--- src/pkg/dwt_pkg.sv ---
// shared constants, types and bus carriers of the dual wide timer
package dwt_pkg;

  localparam int unsigned DWT_CNT_W = 16;
  localparam int unsigned DWT_BYTE_W = 8;
  localparam int unsigned DWT_ADR_W = 8;
  localparam int unsigned DWT_PRE_W = 4;

  // count source prescaler: one tick every 16 rising oscillator edges
  localparam logic [DWT_PRE_W-1:0] DWT_PRE_LAST = 4'hf;
  localparam logic [DWT_PRE_W-1:0] DWT_PRE_RST = 4'h0;

  // register byte addresses, one aligned word each, data in bits 7:0
  localparam logic [DWT_ADR_W-1:0] DWT_OFS_A_LO = 8'h00;
  localparam logic [DWT_ADR_W-1:0] DWT_OFS_A_HI = 8'h04;
  localparam logic [DWT_ADR_W-1:0] DWT_OFS_B_LO = 8'h08;
  localparam logic [DWT_ADR_W-1:0] DWT_OFS_B_HI = 8'h0c;
  localparam logic [DWT_ADR_W-1:0] DWT_OFS_A_MODE = 8'h10;
  localparam logic [DWT_ADR_W-1:0] DWT_OFS_B_MODE = 8'h14;
  localparam logic [DWT_ADR_W-1:0] DWT_OFS_IREQ = 8'h18;
  localparam logic [DWT_ADR_W-1:0] DWT_OFS_CLKSEL = 8'h1c;

  // mode register fields
  localparam int unsigned DWT_MODE_LSB = 0;
  localparam int unsigned DWT_WCTL_BIT = 2;
  localparam int unsigned DWT_EDGE_BIT = 3;
  localparam logic [DWT_BYTE_W-1:0] DWT_A_MODE_MASK = 8'h0f;
  localparam logic [DWT_BYTE_W-1:0] DWT_B_MODE_MASK = 8'h0b;
  localparam logic [DWT_BYTE_W-1:0] DWT_MODE_RST = 8'h00;

  // request register bits
  localparam int unsigned DWT_IRQ_A_UF = 0;
  localparam int unsigned DWT_IRQ_B_UF = 1;
  localparam int unsigned DWT_IRQ_A_PIN = 2;
  localparam int unsigned DWT_IRQ_B_PIN = 3;
  localparam int unsigned DWT_IRQ_N = 4;
  localparam logic [DWT_IRQ_N-1:0] DWT_IRQ_RST = 4'h0;

  localparam int unsigned DWT_CLKSEL_SUB_BIT = 0;

  // synchroniser lanes
  localparam int unsigned DWT_SY_PIN_A = 0;
  localparam int unsigned DWT_SY_PIN_B = 1;
  localparam int unsigned DWT_SY_MAIN = 2;
  localparam int unsigned DWT_SY_SUB = 3;
  localparam int unsigned DWT_SY_N = 4;
  localparam logic [DWT_SY_N-1:0] DWT_SY_RST = 4'h0;

  // aux: timer a pulse output, timer b period measurement
  // width: timer a pulse width, timer b high/low continuous
  typedef enum logic [1:0] {
    DWT_MODE_TIMER = 2'b00,
    DWT_MODE_AUX = 2'b01,
    DWT_MODE_EVENT = 2'b11,
    DWT_MODE_WIDTH = 2'b10
  } dwt_mode_e;

  typedef struct packed {
    logic cyc;
    logic stb;
    logic we;
    logic [DWT_ADR_W-1:0] adr;
    logic [3:0] sel;
    logic [31:0] dat;
  } dwt_wb_req_s;

  typedef struct packed {
    logic ack;
    logic [31:0] dat;
  } dwt_wb_rsp_s;

  typedef struct packed {
    logic wr_lo;
    logic wr_hi;
    logic rd_lo;
    logic rd_hi;
    logic [DWT_BYTE_W-1:0] dat;
  } dwt_byte_acc_s;

endpackage : dwt_pkg

--- src/design/dwt_top.sv ---
// dual 16-bit multimode timer with a classic wishbone register slave
// Functional notes
// - timers count down; the pulse after zero underflows, reloads from latch, continues.
// - each underflow sets that timer's request bit.
// - timer mode counts main oscillator over 16, or sub oscillator over 16 when selected.
// - timer a pulse output mode toggles its pin at every underflow.
// - timer a event counter mode counts edges on its pin.
// - timer a pulse width mode counts while pin high (edge 0) or low (1).
// - write control 0: writes load counter and latch together.
// - write control 1: writes load only latch; counter takes it at underflow.
// - timer a pin request follows its active edge selection.
// - period mode: selected b pin edge requests, reloads counter, continues.
// - count before an edge reload is held until timer b is read once.
// - timer b event counter mode counts edges on its pin.
// - high/low mode: both b pin edges request and reload.
// - each timer underflow is its own request source.
// - other b modes: b pin request follows its active edge selection.
// - software clears request bits by writing zero; writing one does nothing.
`timescale 1ns/1ps
`default_nettype none
module dwt_top (
  input wire logic clk_i,
  input wire logic rst_i,
  input wire dwt_pkg::dwt_wb_req_s wb_req_i,
  output dwt_pkg::dwt_wb_rsp_s wb_rsp_o,
  input wire logic main_osc_input_i,
  input wire logic sub_osc_input_i,
  input wire logic wide_timer_a_pin_i,
  output logic wide_timer_a_pin_o,
  output logic wide_timer_a_pin_oe_n_o,
  input wire logic wide_timer_b_pin_i,
  output logic [dwt_pkg::DWT_IRQ_N-1:0] irq_req_o
);
  import dwt_pkg::*;

  typedef struct packed {
    logic [DWT_SY_N-1:0] sy1;
    logic [DWT_SY_N-1:0] sy2;
    logic [DWT_SY_N-1:0] prev;
    logic [DWT_PRE_W-1:0] pre;
    logic [DWT_BYTE_W-1:0] mode_a;
    logic [DWT_BYTE_W-1:0] mode_b;
    logic sys_sub;
    logic [DWT_IRQ_N-1:0] ireq;
    logic pulse;
    logic ack;
    logic [31:0] dat;
  } dwt_top_s;

  // edge chosen by an active edge bit: 0 rising, 1 falling
  function automatic logic dwt_sel_edge(input logic cur, input logic prv, input logic fall);
    dwt_sel_edge = fall ? (prv & ~cur) : (cur & ~prv);
  endfunction : dwt_sel_edge

  function automatic logic dwt_any_edge(input logic cur, input logic prv);
    dwt_any_edge = cur ^ prv;
  endfunction : dwt_any_edge

  dwt_top_s st_r;
  dwt_top_s st_nxt;
  dwt_byte_acc_s acc_a;
  dwt_byte_acc_s acc_b;
  logic tick_a;
  logic tick_b;
  logic reload_b;
  logic uf_a;
  logic uf_b;
  logic [DWT_BYTE_W-1:0] a_hi;
  logic [DWT_BYTE_W-1:0] a_lo;
  logic [DWT_BYTE_W-1:0] b_hi;
  logic [DWT_BYTE_W-1:0] b_lo;

  // decoded values used by the datapath
  logic req;
  logic wr;
  logic rd;
  logic osc_edge;
  logic tick16;
  logic pin_a;
  logic pin_b;
  logic edge_a;
  logic edge_b;
  logic both_b;
  logic fall_a;
  logic fall_b;
  dwt_mode_e mode_a;
  dwt_mode_e mode_b;

  always_comb begin
    req = wb_req_i.cyc & wb_req_i.stb & ~st_r.ack;
    wr = req & wb_req_i.we & wb_req_i.sel[0];
    rd = req & ~wb_req_i.we;
    mode_a = dwt_mode_e'(st_r.mode_a[DWT_MODE_LSB +: 2]);
    mode_b = dwt_mode_e'(st_r.mode_b[DWT_MODE_LSB +: 2]);
    fall_a = st_r.mode_a[DWT_EDGE_BIT];
    fall_b = st_r.mode_b[DWT_EDGE_BIT];
    pin_a = st_r.sy2[DWT_SY_PIN_A];
    pin_b = st_r.sy2[DWT_SY_PIN_B];
    edge_a = dwt_sel_edge(pin_a, st_r.prev[DWT_SY_PIN_A], fall_a);
    edge_b = dwt_sel_edge(pin_b, st_r.prev[DWT_SY_PIN_B], fall_b);
    both_b = dwt_any_edge(pin_b, st_r.prev[DWT_SY_PIN_B]);
    // both oscillators arrive as pins; only the selected one feeds the prescaler
    if (st_r.sys_sub) begin
      osc_edge = dwt_sel_edge(st_r.sy2[DWT_SY_SUB], st_r.prev[DWT_SY_SUB], 1'b0);
    end else begin
      osc_edge = dwt_sel_edge(st_r.sy2[DWT_SY_MAIN], st_r.prev[DWT_SY_MAIN], 1'b0);
    end
    tick16 = osc_edge && (st_r.pre == DWT_PRE_LAST);
  end

  // byte strobes into the two counters
  always_comb begin
    acc_a = '0;
    acc_b = '0;
    acc_a.dat = wb_req_i.dat[DWT_BYTE_W-1:0];
    acc_b.dat = wb_req_i.dat[DWT_BYTE_W-1:0];
    acc_a.wr_lo = wr && (wb_req_i.adr == DWT_OFS_A_LO);
    acc_a.wr_hi = wr && (wb_req_i.adr == DWT_OFS_A_HI);
    acc_a.rd_lo = rd && (wb_req_i.adr == DWT_OFS_A_LO);
    acc_a.rd_hi = rd && (wb_req_i.adr == DWT_OFS_A_HI);
    acc_b.wr_lo = wr && (wb_req_i.adr == DWT_OFS_B_LO);
    acc_b.wr_hi = wr && (wb_req_i.adr == DWT_OFS_B_HI);
    acc_b.rd_lo = rd && (wb_req_i.adr == DWT_OFS_B_LO);
    acc_b.rd_hi = rd && (wb_req_i.adr == DWT_OFS_B_HI);
  end

  // count enables and edge reloads per mode
  always_comb begin
    case (mode_a)
      DWT_MODE_TIMER: tick_a = tick16;
      DWT_MODE_AUX: tick_a = tick16;
      DWT_MODE_EVENT: tick_a = edge_a;
      DWT_MODE_WIDTH: tick_a = tick16 && (pin_a == ~fall_a);
      default: tick_a = 1'b0;
    endcase
    case (mode_b)
      DWT_MODE_TIMER: begin
        tick_b = tick16;
        reload_b = 1'b0;
      end
      DWT_MODE_AUX: begin
        tick_b = tick16;
        reload_b = edge_b;
      end
      DWT_MODE_EVENT: begin
        tick_b = edge_b;
        reload_b = 1'b0;
      end
      DWT_MODE_WIDTH: begin
        tick_b = tick16;
        reload_b = both_b;
      end
      default: begin
        tick_b = 1'b0;
        reload_b = 1'b0;
      end
    endcase
  end

  dwt_channel u_chan_a (
    .clk_i(clk_i),
    .rst_i(rst_i),
    .tick_i(tick_a),
    .reload_i(1'b0),
    .latch_only_i(st_r.mode_a[DWT_WCTL_BIT]),
    .acc_i(acc_a),
    .hi_byte_o(a_hi),
    .lo_byte_o(a_lo),
    .underflow_o(uf_a)
  );

  // timer b has no write control bit: writes always load counter and latch
  dwt_channel u_chan_b (
    .clk_i(clk_i),
    .rst_i(rst_i),
    .tick_i(tick_b),
    .reload_i(reload_b),
    .latch_only_i(1'b0),
    .acc_i(acc_b),
    .hi_byte_o(b_hi),
    .lo_byte_o(b_lo),
    .underflow_o(uf_b)
  );

  always_comb begin
    logic [DWT_IRQ_N-1:0] set;
    logic [DWT_BYTE_W-1:0] rbyte;
    set = '0;
    rbyte = '0;
    st_nxt = st_r;
    // pin and oscillator inputs: the first stage feeds only the second
    st_nxt.sy1 = {sub_osc_input_i, main_osc_input_i, wide_timer_b_pin_i, wide_timer_a_pin_i};
    st_nxt.sy2 = st_r.sy1;
    st_nxt.prev = st_r.sy2;
    if (osc_edge) begin
      st_nxt.pre = st_r.pre + 4'h1;
    end
    set[DWT_IRQ_A_UF] = uf_a;
    set[DWT_IRQ_B_UF] = uf_b;
    set[DWT_IRQ_A_PIN] = edge_a;
    set[DWT_IRQ_B_PIN] = (mode_b == DWT_MODE_WIDTH) ? both_b : edge_b;
    if (uf_a && (mode_a == DWT_MODE_AUX)) begin
      st_nxt.pulse = ~st_r.pulse;
    end
    st_nxt.ireq = st_r.ireq | set;
    if (wr) begin
      case (wb_req_i.adr)
        DWT_OFS_A_MODE: st_nxt.mode_a = wb_req_i.dat[DWT_BYTE_W-1:0] & DWT_A_MODE_MASK;
        DWT_OFS_B_MODE: st_nxt.mode_b = wb_req_i.dat[DWT_BYTE_W-1:0] & DWT_B_MODE_MASK;
        // zero clears, one keeps; a new event in the same cycle still sets
        DWT_OFS_IREQ: st_nxt.ireq = (st_r.ireq & wb_req_i.dat[DWT_IRQ_N-1:0]) | set;
        DWT_OFS_CLKSEL: st_nxt.sys_sub = wb_req_i.dat[DWT_CLKSEL_SUB_BIT];
        default: ;
      endcase
    end
    case (wb_req_i.adr)
      DWT_OFS_A_LO: rbyte = a_lo;
      DWT_OFS_A_HI: rbyte = a_hi;
      DWT_OFS_B_LO: rbyte = b_lo;
      DWT_OFS_B_HI: rbyte = b_hi;
      DWT_OFS_A_MODE: rbyte = st_r.mode_a;
      DWT_OFS_B_MODE: rbyte = st_r.mode_b;
      DWT_OFS_IREQ: rbyte = {4'h0, st_r.ireq};
      DWT_OFS_CLKSEL: rbyte = {7'h00, st_r.sys_sub};
      default: rbyte = '0;
    endcase
    // one-wait-state slave: answer the cycle after the request is seen
    st_nxt.ack = req;
    if (rd) begin
      st_nxt.dat = {24'h000000, rbyte};
    end
  end

  always_ff @(posedge clk_i) begin
    if (rst_i) begin
      st_r <= '{sy1: DWT_SY_RST, sy2: DWT_SY_RST, prev: DWT_SY_RST, pre: DWT_PRE_RST,
                mode_a: DWT_MODE_RST, mode_b: DWT_MODE_RST, sys_sub: 1'b0, ireq: DWT_IRQ_RST,
                pulse: 1'b0, ack: 1'b0, dat: 32'h00000000};
    end else begin
      st_r <= st_nxt;
    end
  end

  assign wb_rsp_o.ack = st_r.ack;
  assign wb_rsp_o.dat = st_r.dat;
  assign wide_timer_a_pin_o = st_r.pulse;
  // drives only in pulse output mode; the output enable is decoded from the timer a mode field
  assign wide_timer_a_pin_oe_n_o = (mode_a != DWT_MODE_AUX);
  assign irq_req_o = st_r.ireq;

endmodule : dwt_top
`default_nettype wire

--- src/design/dwt_channel.sv ---
// one 16-bit down counter with reload latch, byte access and capture hold
`timescale 1ns/1ps
`default_nettype none
module dwt_channel (
  input wire logic clk_i,
  input wire logic rst_i,
  input wire logic tick_i,
  input wire logic reload_i,
  input wire logic latch_only_i,
  input wire dwt_pkg::dwt_byte_acc_s acc_i,
  output logic [dwt_pkg::DWT_BYTE_W-1:0] hi_byte_o,
  output logic [dwt_pkg::DWT_BYTE_W-1:0] lo_byte_o,
  output logic underflow_o
);
  import dwt_pkg::*;

  typedef struct packed {
    logic [DWT_CNT_W-1:0] cnt;
    logic [DWT_CNT_W-1:0] latch;
    logic [DWT_CNT_W-1:0] hold;
    logic hold_v;
    logic [DWT_BYTE_W-1:0] wbuf;
    logic [DWT_BYTE_W-1:0] rbuf;
  } dwt_ch_s;

  localparam logic [DWT_CNT_W-1:0] CNT_RST = 16'hffff;
  localparam logic [DWT_CNT_W-1:0] CNT_ZERO = 16'h0000;
  localparam logic [DWT_CNT_W-1:0] CNT_ONE = 16'h0001;
  localparam logic [DWT_BYTE_W-1:0] BYTE_RST = 8'h00;

  dwt_ch_s st_r;
  dwt_ch_s st_nxt;
  logic [DWT_CNT_W-1:0] view;

  // a captured value shadows the live count until software has read it
  assign view = st_r.hold_v ? st_r.hold : st_r.cnt;
  assign hi_byte_o = view[15:8];
  assign lo_byte_o = st_r.rbuf;

  always_comb begin
    st_nxt = st_r;
    underflow_o = 1'b0;
    if (acc_i.wr_lo) begin
      st_nxt.wbuf = acc_i.dat;
    end
    if (reload_i) begin
      st_nxt.hold = st_r.cnt;
      st_nxt.hold_v = 1'b1;
      st_nxt.cnt = st_r.latch;
    end else if (tick_i) begin
      if (st_r.cnt == CNT_ZERO) begin
        underflow_o = 1'b1;
        st_nxt.cnt = st_r.latch;
      end else begin
        st_nxt.cnt = st_r.cnt - CNT_ONE;
      end
    end
    // high byte read freezes the low byte so the pair is coherent
    if (acc_i.rd_hi) begin
      st_nxt.rbuf = view[7:0];
    end
    // a fresh capture in the same cycle wins over the read release
    if (acc_i.rd_lo && !reload_i) begin
      st_nxt.hold_v = 1'b0;
    end
    // low byte waits in a buffer; the high byte commits the word
    if (acc_i.wr_hi) begin
      st_nxt.latch = {acc_i.dat, st_r.wbuf};
      if (!latch_only_i) begin
        st_nxt.cnt = {acc_i.dat, st_r.wbuf};
      end
    end
  end

  always_ff @(posedge clk_i) begin
    if (rst_i) begin
      st_r <= '{cnt: CNT_RST, latch: CNT_RST, hold: CNT_ZERO, hold_v: 1'b0, wbuf: BYTE_RST, rbuf: BYTE_RST};
    end else begin
      st_r <= st_nxt;
    end
  end

endmodule : dwt_channel
`default_nettype wire

--- config.mk ---
export PLATFORM = sky130hd
export DESIGN_NAME = dwt_top
export DESIGN_NICKNAME = d
export VERILOG_FILES = /design/src/pkg/dwt_pkg.sv /design/src/design/dwt_top.sv /design/src/design/dwt_channel.sv
export SDC_FILE = /design/constraint.sdc
export NUM_CORES = 1
export LEC_CHECK = 0
export ABC_CLOCK_PERIOD_IN_PS = 4180
export BUFFER_PORTS_ARGS = -buffer_cell sky130_fd_sc_hd__buf_2
export CAP_MARGIN = 15
export CORE_MARGIN = 8
export CORE_UTILIZATION = 50
export CTS_CLUSTER_DIAMETER = 40
export DETAILED_ROUTE_END_ITERATION = 16
export PLACE_DENSITY = 0.71
export SLEW_MARGIN = 20
export SYNTH_ARGS = -nofsm -noshare
export SYNTH_HDL_FRONTEND = slang
export SYNTH_SLANG_ARGS = --single-unit
--- constraint.sdc ---
create_clock -name clk_i -period 4.18 [get_ports clk_i]
set_clock_uncertainty 0.15 [all_clocks]
set_input_delay 0.418 -clock clk_i [delete_from_list [all_inputs] [get_ports clk_i]]
set_output_delay 0.418 -clock clk_i [all_outputs]
set_load 0.03 [all_outputs]
After elaboration in Yosys (flattened, before gate mapping)
Index checks and enable logic that the tools add are counted.
- muxes and demuxes: 24
- bitwise gates (word level): 25
- reductions and logical operators: 25
- order comparisons: 0
- div/mod/pow operators: 0
- $mul: 0
- equality and inequality tests: 16
- add/subtract/negate cells: 3
- shift operators: 0
- operator list (kind ; count):
    16-bit two-way mux ; 7
    32-bit two-way mux ; 2
    8-bit case mux with 8 select lines ; 1
    8-bit by 5-bit equality test with 1-bit output (second input constant) ; 4
    16-bit logical NOT ; 2
    16-bit by 1-bit subtractor with 16-bit output (second input constant) ; 2
    8-bit by 4-bit equality test with 1-bit output (second input constant) ; 2
    1-bit AND ; 11
    1-bit logical AND ; 11
    1-bit NOT ; 10
    1-bit two-way mux ; 9
    2-bit equality test (second input constant) ; 4
    8-bit by 3-bit equality test with 1-bit output (second input constant) ; 1
    8-bit logical NOT ; 1
    4-bit two-way mux ; 2
    4-bit OR ; 2
    1-bit case mux with 3 select lines ; 2
    2-bit AND reduction ; 3
    2-bit OR reduction ; 3
    4-bit by 1-bit adder with 4-bit output (second input constant) ; 1
    4-bit AND ; 1
    2-bit by 1-bit equality test with 1-bit output (second input constant) ; 2
    4-bit equality test (second input constant) ; 1
    2-bit logical NOT ; 2
    7 further kinds ; 7
- memory bits (read-only): 0
- bits in latches: 0
- bits in registers: 151
- memories: 0
- RAM bits: 0

Logic depth before layout (Yosys ltp)
Gate-level depths: netlist of the first run.
- depth after elaboration: 10
- gate-level depth with buffers: 11
- gate-level depth less buffers: 8

Modules after synthesis
From an unflattened synthesis of the first run, not the netlist that was laid out.
- cell total of the unflattened synthesis: 993
- area, all modules: 8931.1 um^2
- modules (own cells, without submodules) (module ; area each (um^2) ; times used ; cells an instance):
    dwt_channel ; 3339.5 ; 2 ; 373
    dwt_top ; 2252.2 ; 1 ; 247

Least setup slack after synthesis of the first run
No wires, ideal clock.
- kind: register to register
- start point: register u_chan_b.st_r[49] in the netlist's numbering
- end point: register u_chan_b.st_r[55] in the netlist's numbering
- clock period less this slack: 2.261 ns
- buffers on the path: 3
- cell stages (with the launch flop): 12
- arrival: 1.992 ns
- setup time: 0.119 ns
- setup slack: 1.919 ns
- cell sequence: dfxtp_1 -> clkbuf_1 -> inv_1 -> ha_1 -> nor4b_1 -> nand4_2 -> and2_1 -> buf_2 -> buf_6 -> mux2i_1 -> a211oi_1 -> o21bai_1
- longest elaborated chain between the ends: 5
- elaborated cells between the ends (all ways): 6
- those cells by class: add/sub (1); mux (4); reduce/logical (1)
- RTL lines (element ; RTL line ; source):
    from (decl) ; dwt_channel.sv:31 ; dwt_ch_s st_r;
    from (signal assigned) ; dwt_channel.sv:77 ; st_r <= '{cnt: CNT_RST, latch: CNT_RST, hold: CNT_ZERO, hold_v: 1'b0, wbuf: BYTE_RST, rbuf: BYTE_RST};
    from (signal assigned) ; dwt_channel.sv:79 ; st_r <= st_nxt;
    16-bit by 1-bit subtractor with 16-bit output / 16-bit logical NOT (equally long branches) ; dwt_channel.sv:55, dwt_channel.sv:51 ;
    16-bit two-way mux * ; dwt_channel.sv:51 ; if (st_r.cnt == CNT_ZERO) begin
    16-bit two-way mux * ; dwt_channel.sv:50 ; end else if (tick_i) begin
    16-bit two-way mux * ; dwt_channel.sv:46 ; if (reload_i) begin
    32-bit two-way mux * ; dwt_channel.sv:67 ; if (acc_i.wr_hi) begin
Mark *: on every way between the ends. The rest lies on a longest branch, timed or not. The select of a mux whose other input is x is not followed.
A chain may end at the register's enable or synchronous reset.

Final worst setup path of the first run
Same ends and word-level chain as after synthesis.

==> results of run 1 <==
[cells by family (layout without fill, tap and decap cells)]
group | after synthesis | in the layout | share of synthesized area (%)
AND/OR/NAND/NOR | 361 | 361 | 23.9
AO/OA/AOI/OAI | 203 | 203 | 17.5
flip-flops | 151 | 151 | 40.1
buffers and inverters | 109 | 95 | 7.82
multiplexers | 62 | 62 | 8.47
XOR/XNOR | 8 | 8 | 0.930
adder cells (fa/ha/maj) | 7 | 7 | 1.16
other | 1 | 24 | 0.0498
[power groups by stage]
stage          Combinational, W  Sequential, W  Clock [W]
5_1_grt                0.000134        0.00145    0.00169
3_3_place_gp           0.000121        0.00148          0
2_1_floorplan          0.000102        0.00148          0
6_report               0.000124        0.00145    0.00159
3_5_place_dp           0.000122        0.00148          0
4_1_cts                0.000122        0.00145    0.00161
[state kept, by name (all words and copies together), names as in the netlist]
name and cells:
u_chan_b.st_r 57, u_chan_a.st_r 40, st_r 10, wb_rsp_o 9, u_chan_a.lo_byte_o 8, u_chan_b.lo_byte_o 8
st_nxt 6, irq_req_o 4, mode_a 2, mode_b 2, fall_a 1, fall_b 1
pin_a 1, pin_b 1, wide_timer_a_pin_o 1
[cell usage after synthesis (3+ instances only)]
cell / number
nand2_1: 107
nor2_1: 117
o21bai_1: 9
a32oi_1: 3
nor3_2: 5
inv_1: 14
and3_1: 5
buf_4: 38
nor3_1: 17
clkbuf_1: 35
nor2b_1: 13
mux2_2: 6
o221ai_1: 4
xnor2_1: 5
or4_1: 6
nand3_1: 34
nor4_1: 7
nand4_1: 7
ha_1: 7
mux2i_1: 54
o21ai_1: 15
o21a_1: 5
dfxtp_1: 151
o21ai_0: 23
a211o_1: 3
o211ai_1: 6
o31ai_1: 5
xor2_1: 3
a31oi_1: 8
a22oi_1: 16
a211oi_1: 18
buf_2: 18
nand3b_1: 4
nand2b_1: 8
and4_1: 3
o22ai_1: 6
a21oi_1: 62
[metal layers]
| layer | vias up | routed length [um] | track usage (%) |
|---|---|---|---|
| li1 | 3128 | - | - |
| met1 | 3022 | 9010 | 27.7 |
| met2 | 274 | 8680 | 30.8 |
| met3 | 25 | 1570 | 4.72 |
| met4 | 0 | 256 | 6.18 |
| met5 | - | 0 | 0 |
[worst min path at each step]
stage,from,end,slack [ns],cells after the start
2_1_floorplan,st_nxt[63],pin_a,0.26,1
3_3_place_gp,st_nxt[65],st_nxt[61],0.27,1
4_1_cts,main_osc_input_i,st_nxt[65],0.04,2
5_1_grt,sub_osc_input_i,st_nxt[66],0.06,2
6_report,main_osc_input_i,st_nxt[65],0.05,2
3_5_place_dp,st_nxt[66],st_nxt[62],0.27,1
[per-stage QoR]
step / util (%) / setup WS [ns]
after global placement: 50.7 / 1.41
after floorplan: - / 1.92
after CTS: 54.8 / 1.33
final: 54.8 / 1.30
after detailed placement: 50.7 / 1.37
after global routing: 54.8 / 1.11
[critical path: stages (launching register included)]
cell	delay (ns)
dfxtp_1	0.41
inv_1	0.14
ha_1	0.15
nor4b_1	0.36
nand4_2	0.29
and2_1	0.49
buf_4	0.28
mux2i_1	0.12
a211oi_1	0.26
o21bai_1	0.09
[final cells by class]
type / instances / area (sq um) / area share (%)
well taps: 188 / 235 / 2.86
clock buffers: 19 / 453 / 5.52
multi-input cells: 665 / 4010 / 48.8
repair buffers: 49 / 270 / 3.29
inverters: 14 / 52.6 / 0.640
flip-flops and latches: 151 / 3020 / 36.8
clock inverters: 13 / 170 / 2.07
==> impl.org, run 1 <==
** Routing
- Dividing the detail-routed via count by the number of cells gives 5.87.
- In the routed design, unresolved DRC markers number 0.
- Number of iterations in the first detailed-routing pass :: 5
- Number of nets with antenna violations after detailed routing :: 0
- Post-detailed-route wirelength per cell :: 17.8 um
- The routed layout has 6449 vias.
- Routed wire length :: 19500 um
- For this block, the initial DRC count from the detailed router was 730.

** Pwr
- Summed over all cells, the static leakage comes to 3.32 nW.
- In this run, the combinational gates consume 3.9% of the power.
- Per report_power, the sequential group accounts for 45.8% of the total.
- Of the total power, the share spent switching nets is 22.7%.
- Share of power burned in the clock network :: 50.3%
- For this design the total switching power over the nets is 0.000719 W.
- Power density over the cells :: 386 nW/um^2
- Maximum resistive drop on vdd :: 291 uV
- Overall power consumption after layout is estimated at 0.00317 W.
- Internal cell power :: 0.00245 W

** Yosys
- Part of the Yosys area used for sequential elements :: 40.1%
- Primary FF master, synth :: dfxtp_1
- Warnings from Yosys :: 0
- Area fraction of the dominant cell type after synthesis :: 40.1%
- Synth Cell Area :: 7530 sq um
- Flops & latches, synth :: 151
- The cell count after synthesis came out at 902.
- Number of enable flip-flop cells after synthesis :: 0
- Mean post-synth cell area :: 8.35 sq um
- Share of flip-flops with an asynchronous set or reset :: 0%
- Distinct cells, synth :: 79
- Top post-synthesis cells by area :: dfxtp_1, mux2i_1, nor2_1
- The largest total area in the synthesized netlist belongs to dfxtp_1.

** Critical path
- The worst setup path is launched from a register.
- Crit path kind :: register to register
- Worst Reg-to-Reg Cells :: 9
- Required time worst endpoint :: 4.33 ns
- The worst setup path is captured at a register.
- The worst register-to-register path begins at u_chan_b.st_r[49].
- Critical Path End :: u_chan_b.st_r[55]
- The worst register-to-register path ends at u_chan_b.st_r[55].
- CP Data Arrival Time :: 3.03 ns
- Highest fanout seen on the critical path :: 17
- Worst setup path start :: u_chan_b.st_r[49]
- The setup check on the worst reg-to-reg path leaves a slack of 1.30 ns.

** Layout
- The library cell used most frequently in the layout, excluding fill and tap cells, is dfxtp_1.
- Area growth from synthesis to final layout :: 9.00%
- Net count, final :: 958
- The top cell types in the final layout, fill and taps aside, are dfxtp_1, nor2_1, nand2_1, a21oi_1, mux2i_1.
- Post-route non-filler standard cell count :: 1099
- Final std cell area, no fill :: 8210 sq um
- The repair_antennas step left the layout with diodes totalling 0.
- Of the cells placed in the final design, the portion with a size suffix greater than 1 is 12.5%.
- The filler cells instantiated in the layout total 1381.

** Placed design
- In this run the cell area measured after placement is 7590 sq um.
- Dpl cells :: 1067
- Routability Congestion :: 0.926
- After legalization and detailed placement, the total HPWL measured 13100 um.
- Input/output buffers :: 40

** Die
- Measured along the y axis, the die boundary spans 139 um.
- The floorplan step defined a core boundary enclosing 15000 sq um.
- Chip width :: 139 um
- The floorplan step defined a die boundary enclosing 19300 sq um.
- # rows :: 45
- Once the floorplan was initialized, standard cells occupied 50.3% of the core.
- For this design the top-level I/O count stands at 92.

** Global route
- Entering global routing, the biggest net connects 69 pins.
- In the global route stage, overall resource usage came out at 20.2%.
- Remaining global-route overflow :: 0
- Number of antenna violations at the first check in global routing :: 0
- Via count of the first global-routing pass :: 5967
- Global-route wire length before repair :: 31700 um

** Clocking
- TritonCTS built the clock tree.
- Number of clock buffers inserted by TritonCTS :: 17
- Post-CTS resize count :: 0
- For this design, the sink count on the clock tree is 151.
- Worst-case clock buffer depth :: 2
- CTS built an H-tree with a depth of 4.
- Clock edge transition at the registers on the reported setup and hold paths :: 0.06 ns
- Once the clock tree was built, the setup fixing pass inserted 0 buffers.
- Number of hold-repair buffers added at the cts stage :: 0
- Insertion delay of the later-clocked pin in the worst-skew pair :: 0.42 ns
- The cell sitting at the root of the clock tree is a clkbuf_16.

** Timing
- The count of endpoints failing hold in the final timing report was 0.
- The clock period could shrink to 2.88 ns.
- Setup violations remaining at the end of the flow were counted as 0.
- Maximum operating frequency :: 0.348 GHz
- Worst hold slack across all endpoints :: 0.0499 ns
- Max-slew violation count :: 0
- Slew at the pin closest to its max-slew limit :: 0.898 ns
- Period utilisation layout :: 68.8%
- Normalized max-slew margin :: 40.1%
- Setup repair after global routing left no endpoint under its margin.
- After routing, the total negative slack on setup checks comes to 0 ns.

** Status
- Run status :: complete, no violations

** Hold path
- Hold Crit Class :: input port to register

** Job
- Max-cap violations in this run came to 0.
Note: power is estimated with default switching activity, not from simulation.
==> inputs of run 2 (changes only) <==
--- a/config.mk
+++ b/config.mk
@@ -5,7 +5,8 @@
 export SDC_FILE = /design/constraint.sdc
 export NUM_CORES = 1
 export LEC_CHECK = 0
-export ABC_CLOCK_PERIOD_IN_PS = 4180
+export ABC_AREA = 1
+export ABC_CLOCK_PERIOD_IN_PS = 2700
 export BUFFER_PORTS_ARGS = -buffer_cell sky130_fd_sc_hd__buf_2
 export CAP_MARGIN = 15
 export CORE_MARGIN = 8
==> constraint.sdc (replaced) <==
create_clock -name clk_i -period 2.7 [get_ports clk_i]
set_clock_uncertainty 0.15 [all_clocks]
set_input_delay 0.27 -clock clk_i [delete_from_list [all_inputs] [get_ports clk_i]]
set_output_delay 0.27 -clock clk_i [all_outputs]
set_load 0.03 [all_outputs]
==> run 2 against run 1 <==
Net effect:
- core utilization increased by 0.23 points
- power is 48% higher
- sequential share of layout area down 2.0 points
- final area is 5.7% higher
==> impl.org, run 2 <==
** Clocking
- TritonCTS built the clock tree.
- The maximum number of buffers from clock root to sink was 2 (unchanged).
- Maximum level of the CTS H-tree :: 4 (unchanged)
- Clock edge transition at the registers on the reported setup and hold paths :: 0.06 ns (about the same)
- TritonCTS sink count :: 151 (unchanged)
- Clock root buffer :: clkbuf_16
- The total CTS buffers was 17 (unchanged).
- The post-CTS setup buffer count is 0 (unchanged).
- Insertion delay of the later-clocked pin in the worst-skew pair :: 0.43 ns (about the same)

** Layout
- Largest registers ranked by flip-flop count :: u_chan_b.st_r: 57 flops, u_chan_a.st_r: 40 flops, st_r: 10 flops
- Combined area of the multi-input logic cells :: 4030 sq um (+0.53%)
- The ratio of cells with drive above 1 in the final layout is 11.7% (-0.81 points).
- Count of filler cells inserted in the layout :: 1604 (+16%)
- Area growth from synthesis to final layout :: 8.66%
- Register with the highest flop count :: u_chan_b.st_r
- Flip-flop count of the largest register, all copies and words added :: 57 (unchanged)
- The final net count is 1226 (+28%).
- Antenna diodes :: 0 (unchanged)
- Top library cells by usage in the layout, fill and taps aside :: nand2_1, dfxtp_1, inv_1, nand3_1, a21oi_1
- Area taken by flip-flops and latches :: 3020 sq um (unchanged)
- The library cell used most frequently in the layout, excluding fill and tap cells, is nand2_1.

** Yosys
- Top post-synthesis cells by area :: dfxtp_1, nand2_1, nand3_1
- Fraction of synthesized cell area in xor and xnor cells :: 1.42% (+0.49 points)
- Mean post-synth cell area :: 6.96 sq um (-17%)
- Distinct cells, synth :: 44 (-44%)
- Warnings from Yosys :: 0 (unchanged)
- Synth Cell Area :: 7990 sq um (+6.1%)
- The adder and majority cell fraction of the synthesized area is 1.10% (-0.067 points).
- The fraction of post-synthesis cell area in the top cell type by area is 37.8% (-2.3 points).
- By count the netlist is led by nand2_1, dfxtp_1, inv_1.
- Cell accounting for the most synthesized area :: dfxtp_1
- By area, the combinational part of the netlist is dominated by simple AND/OR/NAND/NOR gates.
- The post-synthesis instance total came to 1149 (+27%).
- The proportion of synthesized chip area in sequential cells came to 37.8% (-2.3 points).
- The number of synthesized register bits was 151 (unchanged).
- The fraction of registers with async set/reset was 0% (unchanged).
- Yosys instantiated no cell more often than nand2_1.
- Area share of and/or/nand/nor cells after synthesis :: 31.3% (+7.4 points)
- The multiplexer area fraction after synthesis was 0% (-8.5 points).
- Primary FF master, synth :: dfxtp_1
- The area fraction in compound gates after synthesis came to 15.5% (-2.0 points).
- Number of enable flip-flop cells after synthesis :: 0 (unchanged)

** Timing
- Smallest setup slack after layout :: 0.568 ns (-0.734 ns)
- The number of setup violations in the final report is 0 (unchanged).
- Setup TNS :: 0 ns (unchanged)
- The number of pins with negative max-slew slack in the final report is 0 (unchanged).
- Period utilisation layout :: 79.0% (+10 points)
- Setup repair after global routing left no endpoint under its margin.
- Normalized max-slew margin :: 57.5% (+17 points)
- Clock period minus final worst setup slack :: 2.13 ns (-0.746 ns)
- Slew at the pin closest to its max-slew limit :: 0.636 ns (-0.262 ns)
- Number of failing hold endpoints at the final stage :: 0 (unchanged)
- The highest attainable clock frequency came to 0.469 GHz (+35%).

** Critical path
- Crit path kind :: register to register
- Endpoint class of the critical path :: register
- The worst path arrival time is 2.36 ns (-0.67 ns).
- Required time worst endpoint :: 2.92 ns (-1.41 ns)
- The worst-case register-to-register setup slack is 0.57 ns (-0.73 ns).
- The worst setup path is launched from a register.
- Highest fanout seen on the critical path :: 14 (-3)
- The worst register-to-register path ends at u_chan_b.st_r[52].
- Worst Reg-to-Reg Cells :: 12 (+3)
- The worst register-to-register path begins at st_r[60].

** Pwr
- The total leakage power came to 4.18 nW (+26%).
- The cell area power density is 541 nW/um^2 (+40%).
- Maximum resistive drop on vdd :: 441 uV (+51%)

** Placed design
- The final weighted congestion in routability-driven placement was 0.875 (-5.5%).
- Input/output buffers :: 40 (unchanged)
- The estimated wirelength of the detail-placed design was 14900 um (+14%).
- The minimum setup slack after placement was 0.592 ns (-0.778 ns).

** Die
- Die area :: 20300 sq um (+5.4%)
- Chip width :: 142 um (+2.7%)
- The number of top-level design ports came to 92 (unchanged).
- The row count is 46 (+2.2%).
- Initial Utilization :: 50.7% (+0.37 points)
- Die Ht :: 142 um (+2.7%)
- Std-Cell Core Area :: 15800 sq um (+5.3%)

** Hold path
- Hold Crit Class :: input port to register
- Worst min-delay path endpoint :: u_chan_a.st_r[12]
- The number of cells on the worst hold path is 3 (+1).
- Source of the worst hold timing path :: wb_req_i[4]

** Global route
- Largest net degree at the start of global routing :: 54 (-22%)
- The via count of the first global-routing pass was 6790 (+14%).
- Remaining global-route overflow :: 0 (unchanged)
- Number of antenna violations at the first check in global routing :: 0 (unchanged)
- GRT Util Overall :: 21.5% (+1.3 points)
- The global-route wire length before repair came to 34300 um (+8.1%).

** Routing
- Initial detailed-routing violation count :: 581 (-20%)
- Post-detailed-route wirelength per cell :: 15.2 um (-14%)
- Number of nets with antenna violations after detailed routing :: 0 (unchanged)
- The number of optimization iterations in the first detailed-route pass came to 5 (unchanged).
- Avg Vias per Cell :: 5.25 (-10%)
- The via count is 7327 (+14%).
- The total DRC errors in the routed layout was 0 (unchanged).
- Routed wire length :: 21200 um (+8.7%)

** Job
- The max-capacitance violation count was 0 (unchanged).

** Status
- The flow ran to the end, and the final reports show no timing, DRC or antenna violations.
==> run 2: final cells by class <==
type                       instances  share of cell area [%]
timing repair buffer              55                    3.83
tap                              216                    3.11
multi-input combinational        815                    46.4
sequential                       151                    34.8
clock inverter                    15                    1.40
clock buffer                      17                    4.90
inverter                         126                    5.55
==> run 2: what timing repair did <==
action / CTS / global route
hold buffers: 8 / 0
resized for setup: 0 / 0
endpoints found under the setup margin: 0 / 0
hold endpoints to repair: 8 / 0
==> run 2: cells by family after synthesis <==
kind of cell | Yosys count
xor+xnor | 13
fa+ha+maj | 7
flops | 151
buf+inv | 206
compound gates | 224
simple gates | 547
other cells | 1
==> run 2: power breakdown <==
part / total [W] / leakage (nW) / switching, W / internal [W]
clock network: 0.00223 / 0.259 / 0.00103 / 0.00119
registers: 0.00225 / 1.22 / 0.00000684 / 0.00224
logic: 0.000223 / 2.70 / 0.000167 / 0.0000561
total: 0.00470 / 4.18 / 0.00121 / 0.00349
==> run 2: worst max-delay path by stage <==
stage	from	endpoint	slack [ns]	depth (start not counted)
after global routing	pin_b	u_chan_b.st_r[52]	0.39	12
final	st_r[60]	u_chan_b.st_r[52]	0.57	12
after global placement	st_r[60]	u_chan_b.st_r[52]	0.67	12
after floorplan	st_r[60]	u_chan_b.st_r[52]	0.98	10
after detailed placement	st_r[60]	u_chan_b.st_r[52]	0.59	12
after CTS	st_r[60]	u_chan_b.st_r[52]	0.58	12
==> run 2: per-layer routing <==
metal	up-vias	track usage (%)	share of wire, %
met5	-	0	0
met2	204	33.2	45
met1	3379	28.2	46
met4	0	9.23	2.5
li1	3711	-	-
met3	33	4.63	6.2
==> run 2: per-stage QoR <==
step	hold slack, ns	area [sq um]	power [W]	utilization, %	cells
after floorplan	0.227	8080	0.00247	-	1172
after global placement	0.241	8060	0.00251	51.1	1355
after detailed placement	0.248	8060	0.00251	51.1	1355
after CTS	0.00937	8680	0.00472	55.1	1395
after global routing	0.0248	8680	0.00484	55.1	1395
final	0.0229	8680	0.00470	55.1	1395
==> run 2: worst max-delay path, cell delays in order (launching register included) <==
cell	delay [ns]
dfxtp_1	0.34
inv_1	0.05
ha_1	0.28
nand3b_2	0.22
o21ai_2	0.09
nand2_4	0.14
nand2_2	0.26
inv_2	0.20
nand2_1	0.10
nand2_1	0.05
nand2_1	0.05
nand2_1	0.06
nand2_1	0.08
